## src/led_fault_map.svh

```systemverilog
// Offsets, field positions, reset values and timing counts of the LED fault block.
`ifndef LED_FAULT_MAP_SVH
`define LED_FAULT_MAP_SVH

// Number of LED string sinks.
`define NUM_STRINGS 7
// Clock period of i_clock in nanoseconds.
`define CLK_PERIOD_NS 5
// Least time the input must stay above the threshold before restart.
`define UV_RELEASE_NS 1000
// The same time in clock cycles, rounded up.
`define UV_RELEASE_CYCLES ((`UV_RELEASE_NS + `CLK_PERIOD_NS - 1) / `CLK_PERIOD_NS)
// Status bit positions.
`define ST_OPEN 0
`define ST_SHORT 1
`define ST_UV 2
`define ST_OC 3
`define ST_THERM 4
`define ST_WIDTH 5
// Boost voltage code in 0.25 V steps above 10 V; 38 V is the maximum.
`define VOLT_W 7
`define VOLT_MAX 7'h70
// Hop difference thresholds in 0.25 V steps: 3, 5, 7 and 9 volts.
`define HOP_THR_3V 7'h0c
`define HOP_THR_5V 7'h14
`define HOP_THR_7V 7'h1c
`define HOP_THR_9V 7'h24
// Low threshold base (0.5 V) and the Mid offset (0.5 V), both in 0.25 V steps.
`define LOW_BASE_QV 4'h2
`define MID_OFFSET_QV 4'h2

`endif

```

## src/led_fault_pkg.sv

```systemverilog
// Types shared by the LED fault detection and reporting block.
`default_nettype none
package led_fault_pkg;
  // Detection method selection.
  typedef enum logic [1:0] {
    DETECT_OFF  = 2'b00,
    DETECT_CMP  = 2'b01,
    DETECT_HOP  = 2'b10,
    DETECT_BOTH = 2'b11
  } detect_mode_t;
  // Under-voltage supervisor states.
  typedef enum logic [1:0] {
    UV_RUN     = 2'b00,
    UV_TRIP    = 2'b01,
    UV_RECOVER = 2'b10
  } uv_state_t;
endpackage
`default_nettype wire

```

## src/string_volt_mem.sv

```systemverilog
// Small memory holding the last boost voltage used for each LED string.
`include "led_fault_map.svh"
`default_nettype none
module string_volt_mem (
  input wire logic i_clock,
  input wire logic i_wr_en,
  input wire logic [2:0] i_wr_addr,
  input wire logic [`VOLT_W-1:0] i_wr_data,
  input wire logic [2:0] i_rd_addr,
  output logic [`VOLT_W-1:0] o_rd_data
);
  // One word per string.
  logic [`VOLT_W-1:0] mem [0:`NUM_STRINGS-1];

  // Write port and registered read port; a read of the written word sees the old value.
  always_ff @(posedge i_clock) begin
    if (i_wr_en) begin
      mem[i_wr_addr] <= i_wr_data;
    end
    o_rd_data <= mem[i_rd_addr];
  end
endmodule
`default_nettype wire

```

## src/led_fault_detect_report.sv

```systemverilog
// LED string fault detection, supply and thermal supervision, and fault reporting.
// Operation
// - Two-bit setting selects comparator and hopping detection.
// - Comparator mode watches every driver voltage continuously.
// - Near-zero pin, others above High: open.
// - Comparator verdicts need several simultaneously active strings.
// - Driver pin above High threshold: short.
// - Hopping only in phase-shifted, low duty dimming.
// - Maximum voltage with large consecutive difference: open.
// - All strings near maximum gives no open.
// - Voltage drop beyond threshold versus neighbour: short.
// - Hopping short only with single active string.
// - Difference threshold codes give 3/5/7/9 volts.
// - Fault pulls fault pin low, sets status.
// - Status read clears status and fault pin.
// - Pin once per LED type until enable pulse.
// - Faulty string excluded from boost adjustment.
// - Under-voltage select: 0 gives 6V, 1 gives 3V.
// - Under-voltage always watched; shutdown, pin, status.
// - Restart above threshold, with hysteresis against retriggering.
// - Boost over-current shuts down and sets flag.
// - Thermal shutdown at 150C, resume below 130C.
// - Mid threshold sits 0.5V above Low.
// - Backlight control rising again clears status, pin.
`include "led_fault_map.svh"
`default_nettype none
module led_fault_detect_report
  import led_fault_pkg::*;
(
  input wire logic i_clock,
  input wire logic i_sys_rst,
  input wire logic [1:0] i_fault_mode_select,
  input wire logic [1:0] i_hop_difference_threshold,
  input wire logic i_undervoltage_level_select,
  input wire logic [2:0] i_low_threshold_code,
  input wire logic i_backlight_on_control,
  input wire logic i_status_read,
  input wire logic i_phase_shifted_dimming,
  input wire logic i_low_duty,
  input wire logic [`NUM_STRINGS-1:0] i_string_active,
  input wire logic [`NUM_STRINGS-1:0] i_below_low,
  input wire logic [`NUM_STRINGS-1:0] i_above_high,
  input wire logic i_vin_below_6v,
  input wire logic i_vin_below_3v,
  input wire logic i_boost_overcurrent,
  input wire logic i_temp_above_150c,
  input wire logic i_temp_below_130c,
  input wire logic i_enable_pin,
  input wire logic i_step_valid,
  input wire logic [2:0] i_step_string,
  input wire logic [`VOLT_W-1:0] i_step_volt,
  input wire logic i_fault_pin_in,
  output logic o_fault_pin_out,
  output logic o_fault_pin_oe,
  output logic [`ST_WIDTH-1:0] o_status,
  output logic [`NUM_STRINGS-1:0] o_excluded_strings,
  output logic o_shutdown,
  output logic [3:0] o_low_thr_qv,
  output logic [3:0] o_mid_thr_qv
);
  localparam int NS = `NUM_STRINGS;
  localparam int XW = 2 * NS + 6;

  // All inputs that come from analog comparators or the enable pin.
  logic [XW-1:0] ext;
  // Filtered copies of those inputs.
  logic [XW-1:0] flt;
  assign ext = {i_enable_pin, i_temp_below_130c, i_temp_above_150c, i_boost_overcurrent,
                i_vin_below_3v, i_vin_below_6v, i_above_high, i_below_low};

  // Three stages and a filtered flop per input, reset to the idle level (enable and cool-down idle high) so no
  // false edge follows reset; the filtered level moves only when stages two and three agree.
  genvar g;
  generate
    for (g = 0; g < XW; g++) begin : g_sync
      logic s1_reg;
      logic s2_reg;
      logic s3_reg;
      always_ff @(posedge i_clock) begin
        if (i_sys_rst) begin
          s1_reg <= (g >= XW - 2);
          s2_reg <= (g >= XW - 2);
          s3_reg <= (g >= XW - 2);
          flt[g] <= (g >= XW - 2);
        end else begin
          s1_reg <= ext[g];
          s2_reg <= s1_reg;
          s3_reg <= s2_reg;
          if (s2_reg == s3_reg) begin
            flt[g] <= s3_reg;
          end
        end
      end
    end
  endgenerate

  // Filtered views of the comparator, supply, thermal and enable inputs.
  wire [NS-1:0] low_f = flt[NS-1:0];
  wire [NS-1:0] high_f = flt[2*NS-1:NS];
  wire vin6_f = flt[2*NS];
  wire vin3_f = flt[2*NS+1];
  wire oc_f = flt[2*NS+2];
  wire hot_f = flt[2*NS+3];
  wire cool_f = flt[2*NS+4];
  wire en_f = flt[2*NS+5];

  // Registered state, plus the combinational next state uv_next.
  logic [`ST_WIDTH-1:0] status_reg;
  logic pin_reg;
  logic [NS-1:0] excl_reg;
  logic open_armed_reg;
  logic short_armed_reg;
  logic en_prev_reg;
  logic bl_prev_reg;
  logic oc_reg;
  logic therm_reg;
  uv_state_t uv_reg;
  uv_state_t uv_next;
  logic [15:0] uv_cnt_reg;
  logic [NS-1:0] seen_reg;
  logic st_valid_reg;
  logic [2:0] st_string_reg;
  logic [`VOLT_W-1:0] st_volt_reg;
  logic st_single_reg;
  logic [`VOLT_W-1:0] prev_volt;

  // Mode decode.
  detect_mode_t mode;
  assign mode = detect_mode_t'(i_fault_mode_select);
  wire cmp_on = (mode == DETECT_CMP) || (mode == DETECT_BOTH);
  wire hop_on = (mode == DETECT_HOP) || (mode == DETECT_BOTH);

  // Strings still judged; excluded strings drop out of all decisions except the starved-string test of the comparator short check.
  wire [NS-1:0] act = i_string_active & ~excl_reg;
  wire multi_active = |(act & (act - NS'(1)));
  wire single_active = (act != '0) && !multi_active;

  // Comparator verdicts per string.
  logic [NS-1:0] cmp_open;
  logic [NS-1:0] cmp_short;
  generate
    for (g = 0; g < NS; g++) begin : g_cmp
      wire [NS-1:0] others = act & ~(NS'(1) << g);
      // Pin near zero while every other active string is above High.
      assign cmp_open[g] = cmp_on && multi_active && act[g] && low_f[g]
                           && ((others & ~high_f) == '0);
      // Pin above High while no active string, excluded or not, is starved.
      assign cmp_short[g] = cmp_on && multi_active && act[g] && high_f[g]
                            && ((i_string_active & low_f) == '0);
    end
  endgenerate

  // Hopping: the neighbour in phase order is the previous string.
  wire hop_ok = hop_on && i_phase_shifted_dimming && i_low_duty;
  wire [2:0] prev_addr = (i_step_string == 3'h0) ? 3'(NS - 1) : i_step_string - 3'h1;
  logic [2:0] st_prev_reg;
  logic [`VOLT_W-1:0] hop_thr;
  assign hop_thr = (i_hop_difference_threshold == 2'b00) ? `HOP_THR_3V :
                   (i_hop_difference_threshold == 2'b01) ? `HOP_THR_5V :
                   (i_hop_difference_threshold == 2'b10) ? `HOP_THR_7V :
                   `HOP_THR_9V;
  wire st_judge = st_valid_reg && seen_reg[st_prev_reg] && !excl_reg[st_string_reg];
  wire up = st_volt_reg > prev_volt;
  wire [`VOLT_W-1:0] rise = st_volt_reg - prev_volt;
  wire [`VOLT_W-1:0] fall = prev_volt - st_volt_reg;
  // At maximum with a large rise over the neighbour; all near 38 V gives no rise.
  wire hop_open = st_judge && (st_volt_reg == `VOLT_MAX) && up
                  && (rise > hop_thr);
  wire hop_short = st_judge && st_single_reg && !up
                   && (fall > hop_thr);
  wire [NS-1:0] hop_str = NS'(1) << st_string_reg;
  wire [NS-1:0] new_open = cmp_open | (hop_open ? hop_str : '0);
  wire [NS-1:0] new_short = cmp_short | (hop_short ? hop_str : '0);

  // Previous boost voltage of each string.
  string_volt_mem u_mem (
    .i_clock(i_clock),
    .i_wr_en(i_step_valid),
    .i_wr_addr(i_step_string),
    .i_wr_data(i_step_volt),
    .i_rd_addr(prev_addr),
    .o_rd_data(prev_volt)
  );

  // Supervisor inputs and events.
  wire vin_low = i_undervoltage_level_select ? vin3_f : vin6_f;
  wire uv_evt = (uv_reg == UV_RUN) && vin_low;
  wire oc_evt = oc_f && !oc_reg;
  wire therm_evt = hot_f && !therm_reg;
  wire open_evt = |new_open;
  wire short_evt = |new_short;
  wire en_rise = en_f && !en_prev_reg;
  wire bl_rise = i_backlight_on_control && !bl_prev_reg;
  wire clr = i_status_read || bl_rise;

  // Each cause has its own bit; a new event wins over a clear in the same cycle.
  wire [`ST_WIDTH-1:0] evt = {therm_evt, oc_evt, uv_evt, short_evt, open_evt};
  wire [`ST_WIDTH-1:0] status_next = (clr ? '0 : status_reg) | evt;
  // The pin fires once per LED type; supply and thermal events always fire it.
  wire pin_set = (open_evt && open_armed_reg) || (short_evt && short_armed_reg)
                 || uv_evt || oc_evt || therm_evt;
  wire pin_next = (pin_reg && !clr) || pin_set;
  wire uv_done = uv_cnt_reg == 16'(`UV_RELEASE_CYCLES - 1);

  // Under-voltage supervisor: restart only after a steady stretch above threshold.
  always_comb begin
    uv_next = uv_reg;
    unique case (uv_reg)
      UV_RUN: if (vin_low) uv_next = UV_TRIP;
      UV_TRIP: if (!vin_low) uv_next = UV_RECOVER;
      UV_RECOVER: begin
        // A dip during the hold restarts the wait without a new fault.
        if (vin_low) begin
          uv_next = UV_TRIP;
        end else if (uv_done) begin
          uv_next = UV_RUN;
        end
      end
      default: uv_next = UV_TRIP;
    endcase
  end

  // Hysteresis hold counter.
  always_ff @(posedge i_clock) begin
    if (i_sys_rst || uv_reg != UV_RECOVER) begin
      uv_cnt_reg <= 16'h0000;
    end else begin
      uv_cnt_reg <= uv_cnt_reg + 16'h0001;
    end
  end

  // Hopping pipeline stage, aligned with the memory read.
  always_ff @(posedge i_clock) begin
    if (i_sys_rst) begin
      st_valid_reg <= 1'b0;
      st_string_reg <= 3'h0;
      st_prev_reg <= 3'h0;
      st_volt_reg <= '0;
      st_single_reg <= 1'b0;
      seen_reg <= '0;
    end else begin
      st_valid_reg <= i_step_valid && hop_ok;
      st_string_reg <= i_step_string;
      st_prev_reg <= prev_addr;
      st_volt_reg <= i_step_volt;
      st_single_reg <= single_active;
      if (i_step_valid) begin
        seen_reg <= seen_reg | (NS'(1) << i_step_string);
      end
    end
  end

  // Fault flags, pin, exclusions and once-per-type arming.
  always_ff @(posedge i_clock) begin
    if (i_sys_rst) begin
      status_reg <= '0;
      pin_reg <= 1'b0;
      excl_reg <= '0;
      open_armed_reg <= 1'b1;
      short_armed_reg <= 1'b1;
      en_prev_reg <= 1'b1;
      bl_prev_reg <= 1'b1;
      oc_reg <= 1'b0;
      therm_reg <= 1'b0;
      uv_reg <= UV_RUN;
    end else begin
      status_reg <= status_next;
      pin_reg <= pin_next;
      en_prev_reg <= en_f;
      bl_prev_reg <= i_backlight_on_control;
      uv_reg <= uv_next;
      excl_reg <= (en_rise ? '0 : excl_reg) | new_open | new_short;
      open_armed_reg <= en_rise || (open_armed_reg && !open_evt);
      short_armed_reg <= en_rise || (short_armed_reg && !short_evt);
      oc_reg <= oc_f || (oc_reg && !(bl_rise || en_rise));
      therm_reg <= hot_f || (therm_reg && !cool_f);
    end
  end

  // Registered outputs; the pin only ever drives low.
  always_ff @(posedge i_clock) begin
    if (i_sys_rst) begin
      o_fault_pin_out <= 1'b0;
      o_fault_pin_oe <= 1'b0;
      o_status <= '0;
      o_excluded_strings <= '0;
      o_shutdown <= 1'b0;
      o_low_thr_qv <= `LOW_BASE_QV;
      o_mid_thr_qv <= `LOW_BASE_QV + `MID_OFFSET_QV;
    end else begin
      o_fault_pin_out <= 1'b0;
      o_fault_pin_oe <= pin_next;
      o_status <= status_next;
      o_excluded_strings <= excl_reg;
      o_shutdown <= (uv_next != UV_RUN) || oc_f || oc_reg || hot_f
                    || (therm_reg && !cool_f);
      o_low_thr_qv <= `LOW_BASE_QV + {1'b0, i_low_threshold_code};
      o_mid_thr_qv <= `LOW_BASE_QV + `MID_OFFSET_QV + {1'b0, i_low_threshold_code};
    end
  end
endmodule
`default_nettype wire

```

## config.mk

```make
export PLATFORM = sky130hd
export DESIGN_NAME = led_fault_detect_report
export DESIGN_NICKNAME = d
export VERILOG_FILES = /design/src/led_fault_pkg.sv /design/src/string_volt_mem.sv /design/src/led_fault_detect_report.sv
export VERILOG_INCLUDE_DIRS = /design/src
export SDC_FILE = /design/constraint.sdc
export NUM_CORES = 1
export LEC_CHECK = 0
export ABC_AREA = 1
export BUFFER_PORTS_ARGS = -buffer_cell sky130_fd_sc_hd__buf_2
export CELL_PAD_IN_SITES_DETAIL_PLACEMENT = 0
export CELL_PAD_IN_SITES_GLOBAL_PLACEMENT = 1
export CORE_MARGIN = 5
export CORE_UTILIZATION = 45
export DETAILED_ROUTE_END_ITERATION = 7
export PLACE_DENSITY_LB_ADDON = 0.3
export SETUP_SLACK_MARGIN = 0.4
export SYNTH_ARGS = -nofsm -noshare
export SYNTH_HDL_FRONTEND = slang
export SYNTH_SLANG_ARGS = --single-unit
```

## constraint.sdc

```tcl
create_clock -name i_clock -period 3.4 [get_ports i_clock]
set_input_delay 0.68 -clock i_clock [delete_from_list [all_inputs] [get_ports i_clock]]
set_output_delay 0.68 -clock i_clock [all_outputs]
set_load 0.005 [all_outputs]
```

==> summary.txt, run 1 <==
Timing
  • Shortest period the worst path allows: just under 3 ns
  • Fmax: approximately 340 MHz
  • Final Slew Violations: 0
  • RSZ-0062 raised after global routing: yes
  • Worst Clk Skew: slightly below 0.007 ns
  • # setup viols final: 0
  • Period utilization: 87.4%
  • Number of hold violations in the final report: 0
  • Final TNS setup: 0 ns
  • Rel. slew slack: 46.1%
  • Worst hold slack: around 0.36 ns
  • Worst-Margin Slew: 0.805 ns

Run status
  • Run status: completed

Setup path
  • Crit path max fanout: 7
  • Setup Crit Path Kind: reg -> reg
  • Worst Setup End Kind: register
  • Required time of the worst setup path: 3.78 ns
  • Startpoint types: register
  • Critical Path AT: between 3 and 4 ns

CTS
  • CTS H-tree depth: 1
  • CTS tree: yes
  • CTS buffer count: 23
  • Clk pin slew, worst setup/hold paths: 0.06 ns
  • Clock sinks: 210
  • Clock Tree Buf Depth: 3
  • CTS root buffer: clkbuf_16
  • Worst skew pair latency: 0.50 ns
  • CTS Hold Buffers Added: 0

Synth
  • FF+latch count, synth: 210
  • Post-Syn Area per Cell: 8.18 um2
  • Xor/xnor share of the synthesized area: less than 1%
  • Syn. warnings: 0
  • Syn_nets: approximately 1200
  • Unique masters post-synth: 42
  • Compound-Gate Fraction of Synth Area: 8.88%
  • Dominant cell by count in the synthesized netlist: inv_1
  • Cells after Synth: ~1100
  • Adder-cell share of the synthesized area: 4.36%
  • Mapped cell area: 8770 um2
  • Post-synth EDFFs: 49
  • Main synth FF type: dfxtp_1
  • Post-synthesis sequential area ratio: 53.5%
  • Top cells by count, synth: inv_1 (189), nor2_1 (187), dfxtp_1 (161), nand2_1 (161), a21oi_1 (58)
  • Yosys top cell by area: dfxtp_1
  • Main combinational cell family by area after synthesis: simple AND/OR/NAND/NOR gates
  • Post-synthesis mux area share: 0.898%
  • Synth async-reset ratio: 0%
  • Synth Area in Simple Gates: around 22%
  • Synth area leaders: dfxtp_1 (37%), edfxtp_1 (17%), inv_1 (8.1%)
  • Yosys top cell area share: between 30% and 40%

Pwr
  • Peak supply drop: 0.364 mV
  • Power density over the cells: 564 nW/um2
  • Total power: roughly 6.0 mW
  • LEAKAGE: 4.58 nW

Global route
  • Vias in the first global route: 6229
  • Total Routing Usage GR: between 10% and 20%
  • First-pass GRT wire length: 30300 um
  • Pin count of the biggest net entering global routing: between 50 and 60
  • Initial antenna violation count: 1
  • Grt ovf: 0

Drt
  • Routed WL: 18100 um
  • DRT Pass-1 Iters: 5
  • Wire per inst: ~12 um
  • Post-route DRC violation count: 0
  • Drt initial violations: between 200 and 300
  • ANT nets after route: 0
  • Vias per std cell: 4.63
  • DR vias: 6724

Layout
  • Area grow syn2layout: 20.8%
  • Count of nets after finishing: ~1300
  • Largest reg by FF count: u_mem.mem
  • Post-route cell area: 10600 um2
  • Max FFs per register: 49
  • Final Non-Filler Cells: 1453
  • ANT cells: 0
  • Share of layout cells above drive strength 1: 19.4%
  • Layout fillers: 1808

Place
  • Placed cells: 1389
  • DP Area: about 9400 um2
  • Gpl congestion: 0.827
  • Dpl hpwl: 12800 um
  • PortBufs: 73

Floorplan
  • Die width: between 100 and 150 um
  • Die Ht: 150 um
  • Die area: 22400 um2
  • Core ar.: 19300 um2
  • Initial core utilization: 45.4%
  • Floorplan row count: 51
  • I/O pin count: 76

Min path
  • Min-Delay Path Class: in -> reg

Run
  • MaxCap Viol Count: 0
[repair_timing]
action | in CTS | in global routing
endpoints found under the hold margin | 0 | 0
buffers inserted | 11 | 12
pin swaps | 25 | 32
setup endpoints to repair | 6 | 7
gates resized for setup | 31 | 36
[where the power goes]
part           internal [mW]  switching (mW)  total, mW
registers               2.64          0.0423       2.68
logic                  0.329           0.442      0.771
clock network           1.55           0.982       2.53
total                   4.52            1.47       5.98
[through the flow]
stage	util, %	setup slack, ns
after floorplan	-	0.557
final	54.8	0.427
after detailed placement	48.6	0.141
after global routing	54.8	0.176
after CTS	53.7	0.361
after global placement	48.6	0.156
[critical path: stages (launching register included)]
cell and delay [ns]:
dfxtp_2 0.33, inv_2 0.05, ha_4 0.27, buf_12 0.13, a31oi_4 0.17, nor2_1 0.07
nor2_1 0.11, xnor2_1 0.08, ha_1 0.32, and3_4 0.19, nand3_1 0.07, nand2_1 0.08
nand3_2 0.08, nor2_4 0.13, nor2_4 0.10, a21oi_2 0.16, nand2_1 0.07, nor2_1 0.13
nand2_2 0.09, buf_4 0.14, inv_2 0.05, a21oi_2 0.04
[area by class of cell]
type                       count  area (um2)  area share (%)
tap                          265         332            3.13
timing repair buffer         105         637            6.01
multi-input combinational    641        3430            32.3
clock inverter                11         144            1.36
clock buffer                  30         633            5.97
inverter                     191         719            6.79
sequential                   210        4710            44.4
[cell families (layout without fill, tap and decap cells)]
group	after synthesis	in the layout
xor gates and xnor gates	7	7
muxes	7	7
DFF	210	210
AOI/OAI and AO/OA	145	145
and+or+nand+nor	451	451
adders and majority gates	30	30
other	1	1
buffers and inverters	221	337
[layout by cell type, fill, tap and decap left out, types with 4 or more instances in the layout]
cell       instances
a211oi_1           9
a31oi_1            7
dfxtp_1          154
nor2_2            15
ha_4               4
xor2_1             4
buf_2             72
inv_1            181
nand3_1           46
nand3_2            4
or2_2              8
edfxtp_1          49
a21oi_2            8
nor2_1           177
nand2_2            9
dfxtp_2            6
o21ai_0           57
inv_2              9
nand2_1          151
a21oi_1           51
ha_1              23
clkbuf_16         23
mux2_2             7
nand4_1           11
nor3_1            12
buf_4             30
o22ai_1            7
[layer usage]
layer / track usage [%] / routed length, um / up-vias
li1: - / - / 3587
met1: 23.4 / 8750 / 2993
met2: 26.2 / 8180 / 121
met3: 3.09 / 924 / 21
met4: 3.62 / 220 / 2
met5: 0 / 7 / -
[final timing paths]
path                                 from                            to  slack [ns]  cells past startpoint
max             st_volt_reg[3]$_SDFF_PP0_        o_status[1]$_SDFF_PP0_        0.43                     21
min                          i_enable_pin  g_sync[19].s1_reg$_SDFF_PP1_        0.36                      2
max reg2reg     st_volt_reg[3]$_SDFF_PP0_        o_status[1]$_SDFF_PP0_        0.43                     21
min reg2reg  g_sync[13].s1_reg$_SDFF_PP0_  g_sync[13].s2_reg$_SDFF_PP0_        0.40                      2
No activity file was read; power rests on OpenSTA's default activity.
==> run 2: changes to the inputs <==
Settings changed: BUFFER_PORTS_ARGS -buffer_cell sky130_fd_sc_hd__buf_2 to -buffer_cell sky130_fd_sc_hd__clkbuf_2.
==> run 2 against run 1 <==
Flip-flop and latch count is the same. Total power shrank 0.85%. Via count is essentially flat. Largest cell class unchanged. Sequential power is essentially flat. Critical endpoint unchanged. Setup slack gained 0.0030 ns. Clock skew grew 0.011 ns. Combinational power is essentially flat. Count of clock-buffer cells in the layout shrank 4.
==> summary.txt, run 2 (synthesis results as in run 1) <==
Setup path
  • Setup Crit Path Kind: reg -> reg
  • Critical Path AT: 3.32 ns
  • Startpoint types: register
  • Flop2flop setup slack: 0.43 ns
  • Crit path max fanout: 8
  • Worst Setup End Kind: register
  • Required time of the worst setup path: 3.75 ns

Pwr
  • Power share of the clock group: 41.8%
  • LEAKAGE: 4.54 nW
  • Peak supply drop: 0.411 mV
  • Power density over the cells: 564 nW/um2
  • Total power: 5.93 mW
  • Pint: 4.48 mW
  • Sw Share: 24.4%
  • Sequential power share: 45.3%
  • Gate power share: 13.0%
  • Psw: 1.45 mW

Layout
  • Share of layout cells above drive strength 1: a little under a fifth
  • Largest reg by FF count: u_mem.mem
  • ANT cells: 0
  • Count of nets after finishing: 1248
  • Most frequent cells in the layout: inv_1 (182), nor2_1 (171), dfxtp_1 (156)
  • Max FFs per register: 49
  • Most common cell after layout, fill and taps aside: inv_1
  • Area grow syn2layout: 20.0%

CTS
  • CTS Hold Buffers Added: 0
  • CTS H-tree depth: 1
  • Clock Tree Buf Depth: 3
  • Clock sinks: 210
  • Clk pin slew, worst setup/hold paths: 0.06 ns
  • Worst skew pair latency: 0.50 ns
  • CTS root buffer: clkbuf_16
  • CTS tree: yes
  • CTS buffer count: 22

Run status
  • Run status: completed

Timing
  • Final TNS setup: 0 ns
  • # setup viols final: 0
  • Setup WS post-layout: 0.430 ns
  • Number of hold violations in the final report: 0
  • Fmax: between 300 and 400 MHz
  • Worst-Margin Slew: 0.780 ns
  • Final Slew Violations: 0
  • Rel. slew slack: 48.0%
  • Period utilization: 87.4%
  • Shortest period the worst path allows: 2.97 ns
  • RSZ-0062 raised after global routing: yes
  • Worst Clk Skew: 0.0179 ns

Global route
  • Vias in the first global route: 6345
  • Total Routing Usage GR: 16.5%
  • Pin count of the biggest net entering global routing: 73
  • Grt ovf: 0
  • Initial antenna violation count: 0
  • First-pass GRT wire length: 30300 um

Floorplan
  • Die width: between 100 and 150 um
  • Die area: between 20000 and 25000 um2
  • Floorplan row count: 51
  • Initial core utilization: 45.4%
  • I/O pin count: 76
  • Die Ht: 150 um
  • Core ar.: 19300 um2

Drt
  • Post-route DRC violation count: 0
  • ANT nets after route: 0
  • Routed WL: 18100 um
  • Vias per std cell: 4.65
  • Wire per inst: 12.5 um
  • DR vias: approximately 6700
  • DRT Pass-1 Iters: 5
  • Drt initial violations: 300

Place
  • Pre-CTS setup slack: 0.121 ns
  • Gpl congestion: 0.821
  • Dpl hpwl: 12700 um
  • PortBufs: 73

Min path
  • Min-Delay Path Class: in -> reg

Run
  • MaxCap Viol Count: 0
[run 2: changes by cell type in the layout (fill, tap and decap cells not counted), moves of 2 or more]
| cell | previous run | this run |
|---|---|---|
| nand2_1 | 151 | 153 |
| buf_4 | 30 | 27 |
| clkinvlp_4 | 3 | 1 |
| dfxtp_1 | 154 | 156 |
| inv_4 | 2 | 0 |
| nand2_2 | 9 | 7 |
| ha_2 | 2 | 0 |
| clkinv_1 | 1 | 4 |
| buf_12 | 2 | 0 |
| clkbuf_1 | 3 | 0 |
| nor2_2 | 15 | 22 |
| nor2_1 | 177 | 171 |
| clkbuf_2 | 1 | 72 |
| buf_2 | 72 | 0 |
[run 2: path summary, 6_finish.rpt]
kind,start,to,cells past startpoint
max,st_volt_reg[3]$_SDFF_PP0_,o_status[1]$_SDFF_PP0_,21
min,i_above_high[6],g_sync[13].s1_reg$_SDFF_PP0_,3
max reg2reg,st_volt_reg[3]$_SDFF_PP0_,o_status[1]$_SDFF_PP0_,21
min reg2reg,g_sync[13].s1_reg$_SDFF_PP0_,g_sync[13].s2_reg$_SDFF_PP0_,2
[run 2: critical path: stages (launching register included)]
cell     delay (ns)
dfxtp_2        0.34
inv_2          0.05
ha_4           0.27
buf_4          0.15
a31oi_4        0.16
nor2_2         0.05
nor2_2         0.09
xnor2_1        0.08
ha_1           0.32
and3_4         0.19
nand3_1        0.07
nand2_1        0.08
nand3_2        0.08
nor2_4         0.13
nor2_4         0.09
a21oi_2        0.14
nand2_1        0.08
nor2_1         0.11
nand2_1        0.09
buf_4          0.14
inv_2          0.05
a21oi_2        0.04
[run 2: stage by stage]
step	util, %	cells	instance area (um2)	hold WS (ns)
after CTS	53.3	1433	10300	0.349
after floorplan	-	1072	8770	0.388
after global placement	48.6	1388	9400	0.389
after global routing	54.4	1446	10500	0.355
final	54.4	1446	10500	0.364
after detailed placement	48.6	1388	9400	0.392
[run 2: layout make-up]
cell class / count / area [um2]
clock buffer: 26 / 617
clock inverter: 14 / 150
fill: 1838 / 8810
inverter: 191 / 717
multi-input combinational: 641 / 3440
sequential: 210 / 4700
tap: 265 / 332
timing repair buffer: 99 / 563
[run 2: repair_timing]
action,in CTS,in global routing
pin swaps,19,41
resized for setup,27,38
endpoints found under the setup margin,7,7
gates cloned,0,0
setup buffers,5,13
[run 2: power groups by stage]
stage	sequential (mW)	combinational, mW	clock [mW]
4_1_cts	2.68	0.696	2.54
5_1_grt	2.69	0.884	2.66
2_1_floorplan	2.72	0.467	0
3_5_place_dp	2.73	0.633	0
3_3_place_gp	2.73	0.629	0
6_report	2.68	0.770	2.48
[run 2: metal layers]
layer,vias up,track usage (%),routed length (um),part of all wire (%)
met5,-,0,0,0
met3,27,3.24,840,4.6
met4,0,4.62,318,1.8
met2,134,25.5,8030,44
li1,3574,-,-,-
met1,2985,23.7,8930,49
==> run 3: changes to the inputs <==
--- a/config.mk
+++ b/config.mk
@@ -7,10 +7,9 @@
 export NUM_CORES = 1
 export LEC_CHECK = 0
-export ABC_AREA = 1
 export BUFFER_PORTS_ARGS = -buffer_cell sky130_fd_sc_hd__clkbuf_2
 export CELL_PAD_IN_SITES_DETAIL_PLACEMENT = 0
 export CELL_PAD_IN_SITES_GLOBAL_PLACEMENT = 1
 export CORE_MARGIN = 5
-export CORE_UTILIZATION = 45
+export CORE_UTILIZATION = 47
 export DETAILED_ROUTE_END_ITERATION = 7
 export PLACE_DENSITY_LB_ADDON = 0.3
==> constraint.sdc (replaced) <==
create_clock -name i_clock -period 3.4 [get_ports i_clock]
set_input_delay 0.51 -clock i_clock [delete_from_list [all_inputs] [get_ports i_clock]]
set_output_delay 0.51 -clock i_clock [all_outputs]
set_load 0.005 [all_outputs]
==> run 3 against run 2 <==
Via count decreased by 13%. Non-clock buffer count decreased by 9. Highest routed layer unchanged. Setup slack got worse by 0.12 ns. Core utilization increased by 2.1 points. Routed wire length decreased by 7.1%. Cell count decreased by 23%. Critical path depth decreased by 7.
==> summary.txt, run 3 <==
Run status
  • Run status: completed

CTS
  • Clk pin slew, worst setup/hold paths: 0.06 ns
  • Clock Tree Buf Depth: 3
  • CTS buffer count: 22
  • CTS H-tree depth: 1
  • CTS root buffer: clkbuf_16
  • CTS tree: yes
  • CTS Hold Buffers Added: 0
  • Clock sinks: 210
  • Worst skew pair latency: 0.50 ns

Timing
  • Rel. slew slack: 22.0%
  • # setup viols final: 0
  • Final Slew Violations: 0
  • Worst Clk Skew: 0.0181 ns
  • Period utilization: 90.9%
  • Number of hold violations in the final report: 0
  • Final TNS setup: 0 ns
  • Fmax: approximately 320 MHz
  • RSZ-0062 raised after global routing: yes
  • Worst-Margin Slew: about 1.2 ns
  • Shortest period the worst path allows: 3.09 ns

Floorplan
  • Initial core utilization: 48.2%
  • Core ar.: 17400 um2
  • Floorplan row count: 48
  • Die area: 20600 um2
  • Die width: 143 um
  • I/O pin count: 76
  • Die Ht: 143 um

Global route
  • Total Routing Usage GR: between 15 and 20%
  • Grt ovf: 0
  • Initial antenna violation count: 0
  • First-pass GRT wire length: 27900 um
  • Vias in the first global route: approximately 5700
  • Pin count of the biggest net entering global routing: 57

Min path
  • Hold path depth: 2
  • Min-Delay Path Class: in -> reg
  • HP Start: i_below_low[0]
  • Hold worst-path end: g_sync[0].s1_reg$_SDFF_PP0_

Place
  • PortBufs: 73
  • DP Area: 8970 um2
  • Dpl hpwl: roughly 12000 um
  • Gpl congestion: between 0.9 and 1

Synth
  • Unique masters post-synth: between 70 and 80
  • Post-synth EDFFs: 49
  • Top cells by count, synth: dfxtp_1 (161), nor2b_1 (85), nor2_1 (61)
  • Syn_nets: 877
  • FF+latch count, synth: 210
  • Synth async-reset ratio: 0%
  • Synth area leaders: dfxtp_1 (39%), edfxtp_1 (18%), nor2b_1 (6.4%)
  • Main synth FF type: dfxtp_1
  • Post-Syn Area per Cell: 10.5 um2
  • Mapped cell area: 8370 um2
  • Cells after Synth: around 790
  • Post-synthesis sequential area ratio: 56.1%
  • Dominant cell by count in the synthesized netlist: dfxtp_1
  • Yosys top cell area share: approximately 39%
  • Yosys top cell by area: dfxtp_1
  • Syn. warnings: 0

Pwr
  • Peak supply drop: 0.457 mV
  • Power density over the cells: about 560 nW/um2
  • LEAKAGE: 3.78 nW
  • Total power: about 5.5 mW

Layout
  • Max FFs per register: 49
  • Post-route cell area: 9810 um2
  • Share of layout cells above drive strength 1: 19.1%
  • ANT cells: 0
  • Most frequent cells in the layout: dfxtp_1 (156), nor2b_1 (84), clkbuf_2 (72)
  • Most common cell after layout, fill and taps aside: dfxtp_1
  • Largest reg by FF count: u_mem.mem
  • Count of nets after finishing: between 900 and 1000
  • Area grow syn2layout: 17.3%

Drt
  • DRT Pass-1 Iters: 5
  • Drt initial violations: 347
  • Vias per std cell: 5.24
  • Routed WL: 16800 um
  • Wire per inst: 15.0 um
  • ANT nets after route: 0
  • DR vias: 5858
  • Post-route DRC violation count: 0

Setup path
  • Critical Path AT: 3.46 ns
  • Crit path max fanout: 2
  • R2R depth: 14
  • Worst Setup End Kind: register
  • Required time of the worst setup path: 3.77 ns
  • Setup Crit Path Kind: reg -> reg
  • Reg-to-reg endpoint: o_fault_pin_oe$_SDFF_PP0_
  • Worst r2r src: st_volt_reg[1]$_SDFF_PP0_
  • Startpoint types: register
  • Flop2flop setup slack: 0.31 ns

Run
  • MaxCap Viol Count: 0
[run 3: cell count changes after synthesis, moves of 15 or more]
cell,previous run,this run
inv_1,189,27
nand2_1,161,57
o21ai_0,57,36
nand3_1,48,19
mux2i_1,0,15
nor2b_1,0,85
nor2_1,187,61
[run 3: logic make-up after synthesis]
kind of cell,count (synthesis),share of synthesized area (%)
simple gates,300,19.1
flops,210,56.1
compound gates,156,11.8
buf+inv,57,2.77
fa+ha+maj,30,4.58
mux,22,3.68
xor+xnor,18,1.88
other cells,1,0.0448
[run 3: cell type report]
type                    count  area, um2
clock buffers              33        632
clock inverters             7       53.8
fillers                  1551       7540
inverters                  27        101
multi-input cells         527       3530
flip-flops and latches    210       4700
well taps                 225        282
repair buffers             90        508
[run 3: critical path, cell delays in order, from the launching register on]
cell	delay, ns
dfxtp_2	0.34
inv_2	0.05
ha_4	0.21
nor2b_4	0.12
o31a_1	0.27
o21a_1	0.21
nor2_1	0.13
xnor2_1	0.09
ha_1	0.33
buf_4	0.15
a21oi_1	0.13
mux2i_1	0.12
o2111a_1	0.28
and2_0	0.16
o41a_1	0.39
[run 3: report_power, final]
group	switching [mW]	internal (mW)	leakage, nW
Clock	0.930	1.29	0.339
Sequential	0.0411	2.63	1.76
Combinational	0.308	0.271	1.67
Total	1.28	4.20	3.78
[run 3: how the worst max path moves through the flow]
stage / start / endpoint
5_1_grt: st_volt_reg[0]$_SDFF_PP0_ / o_fault_pin_oe$_SDFF_PP0_
2_1_floorplan: st_volt_reg[2]$_SDFF_PP0_ / o_fault_pin_oe$_SDFF_PP0_
3_3_place_gp: st_volt_reg[2]$_SDFF_PP0_ / o_fault_pin_oe$_SDFF_PP0_
3_5_place_dp: st_volt_reg[2]$_SDFF_PP0_ / o_fault_pin_oe$_SDFF_PP0_
4_1_cts: st_volt_reg[0]$_SDFF_PP0_ / o_fault_pin_oe$_SDFF_PP0_
6_report: st_volt_reg[1]$_SDFF_PP0_ / o_fault_pin_oe$_SDFF_PP0_
[run 3: what timing repair did]
| action | 4_1_cts | 5_1_grt |
|---|---|---|
| endpoints found under the setup margin | 10 | 11 |
| buffers inserted | 5 | 6 |
| endpoints found under the hold margin | 0 | 0 |
| pin swaps | 3 | 11 |
| resized for setup | 8 | 11 |
[run 3: layer usage]
| layer | GRT usage (%) | vias to the layer above | routed length [um] |
|---|---|---|---|
| met5 | 0 | - | 0 |
| met4 | 3.72 | 0 | 351 |
| met3 | 3.23 | 29 | 888 |
| met2 | 28.0 | 145 | 7980 |
| met1 | 21.6 | 2740 | 7600 |
| li1 | - | 2944 | - |
[run 3: stage by stage]
stage	setup WS, ns	instances	util (%)	hold WS [ns]
floorplan	0.409	794	-	0.389
global placement	0.261	1068	51.7	0.401
detailed placement	0.196	1068	51.7	0.398
CTS	0.330	1113	56.0	0.194
global route	0.150	1119	56.5	0.202
finish	0.310	1119	56.5	0.209
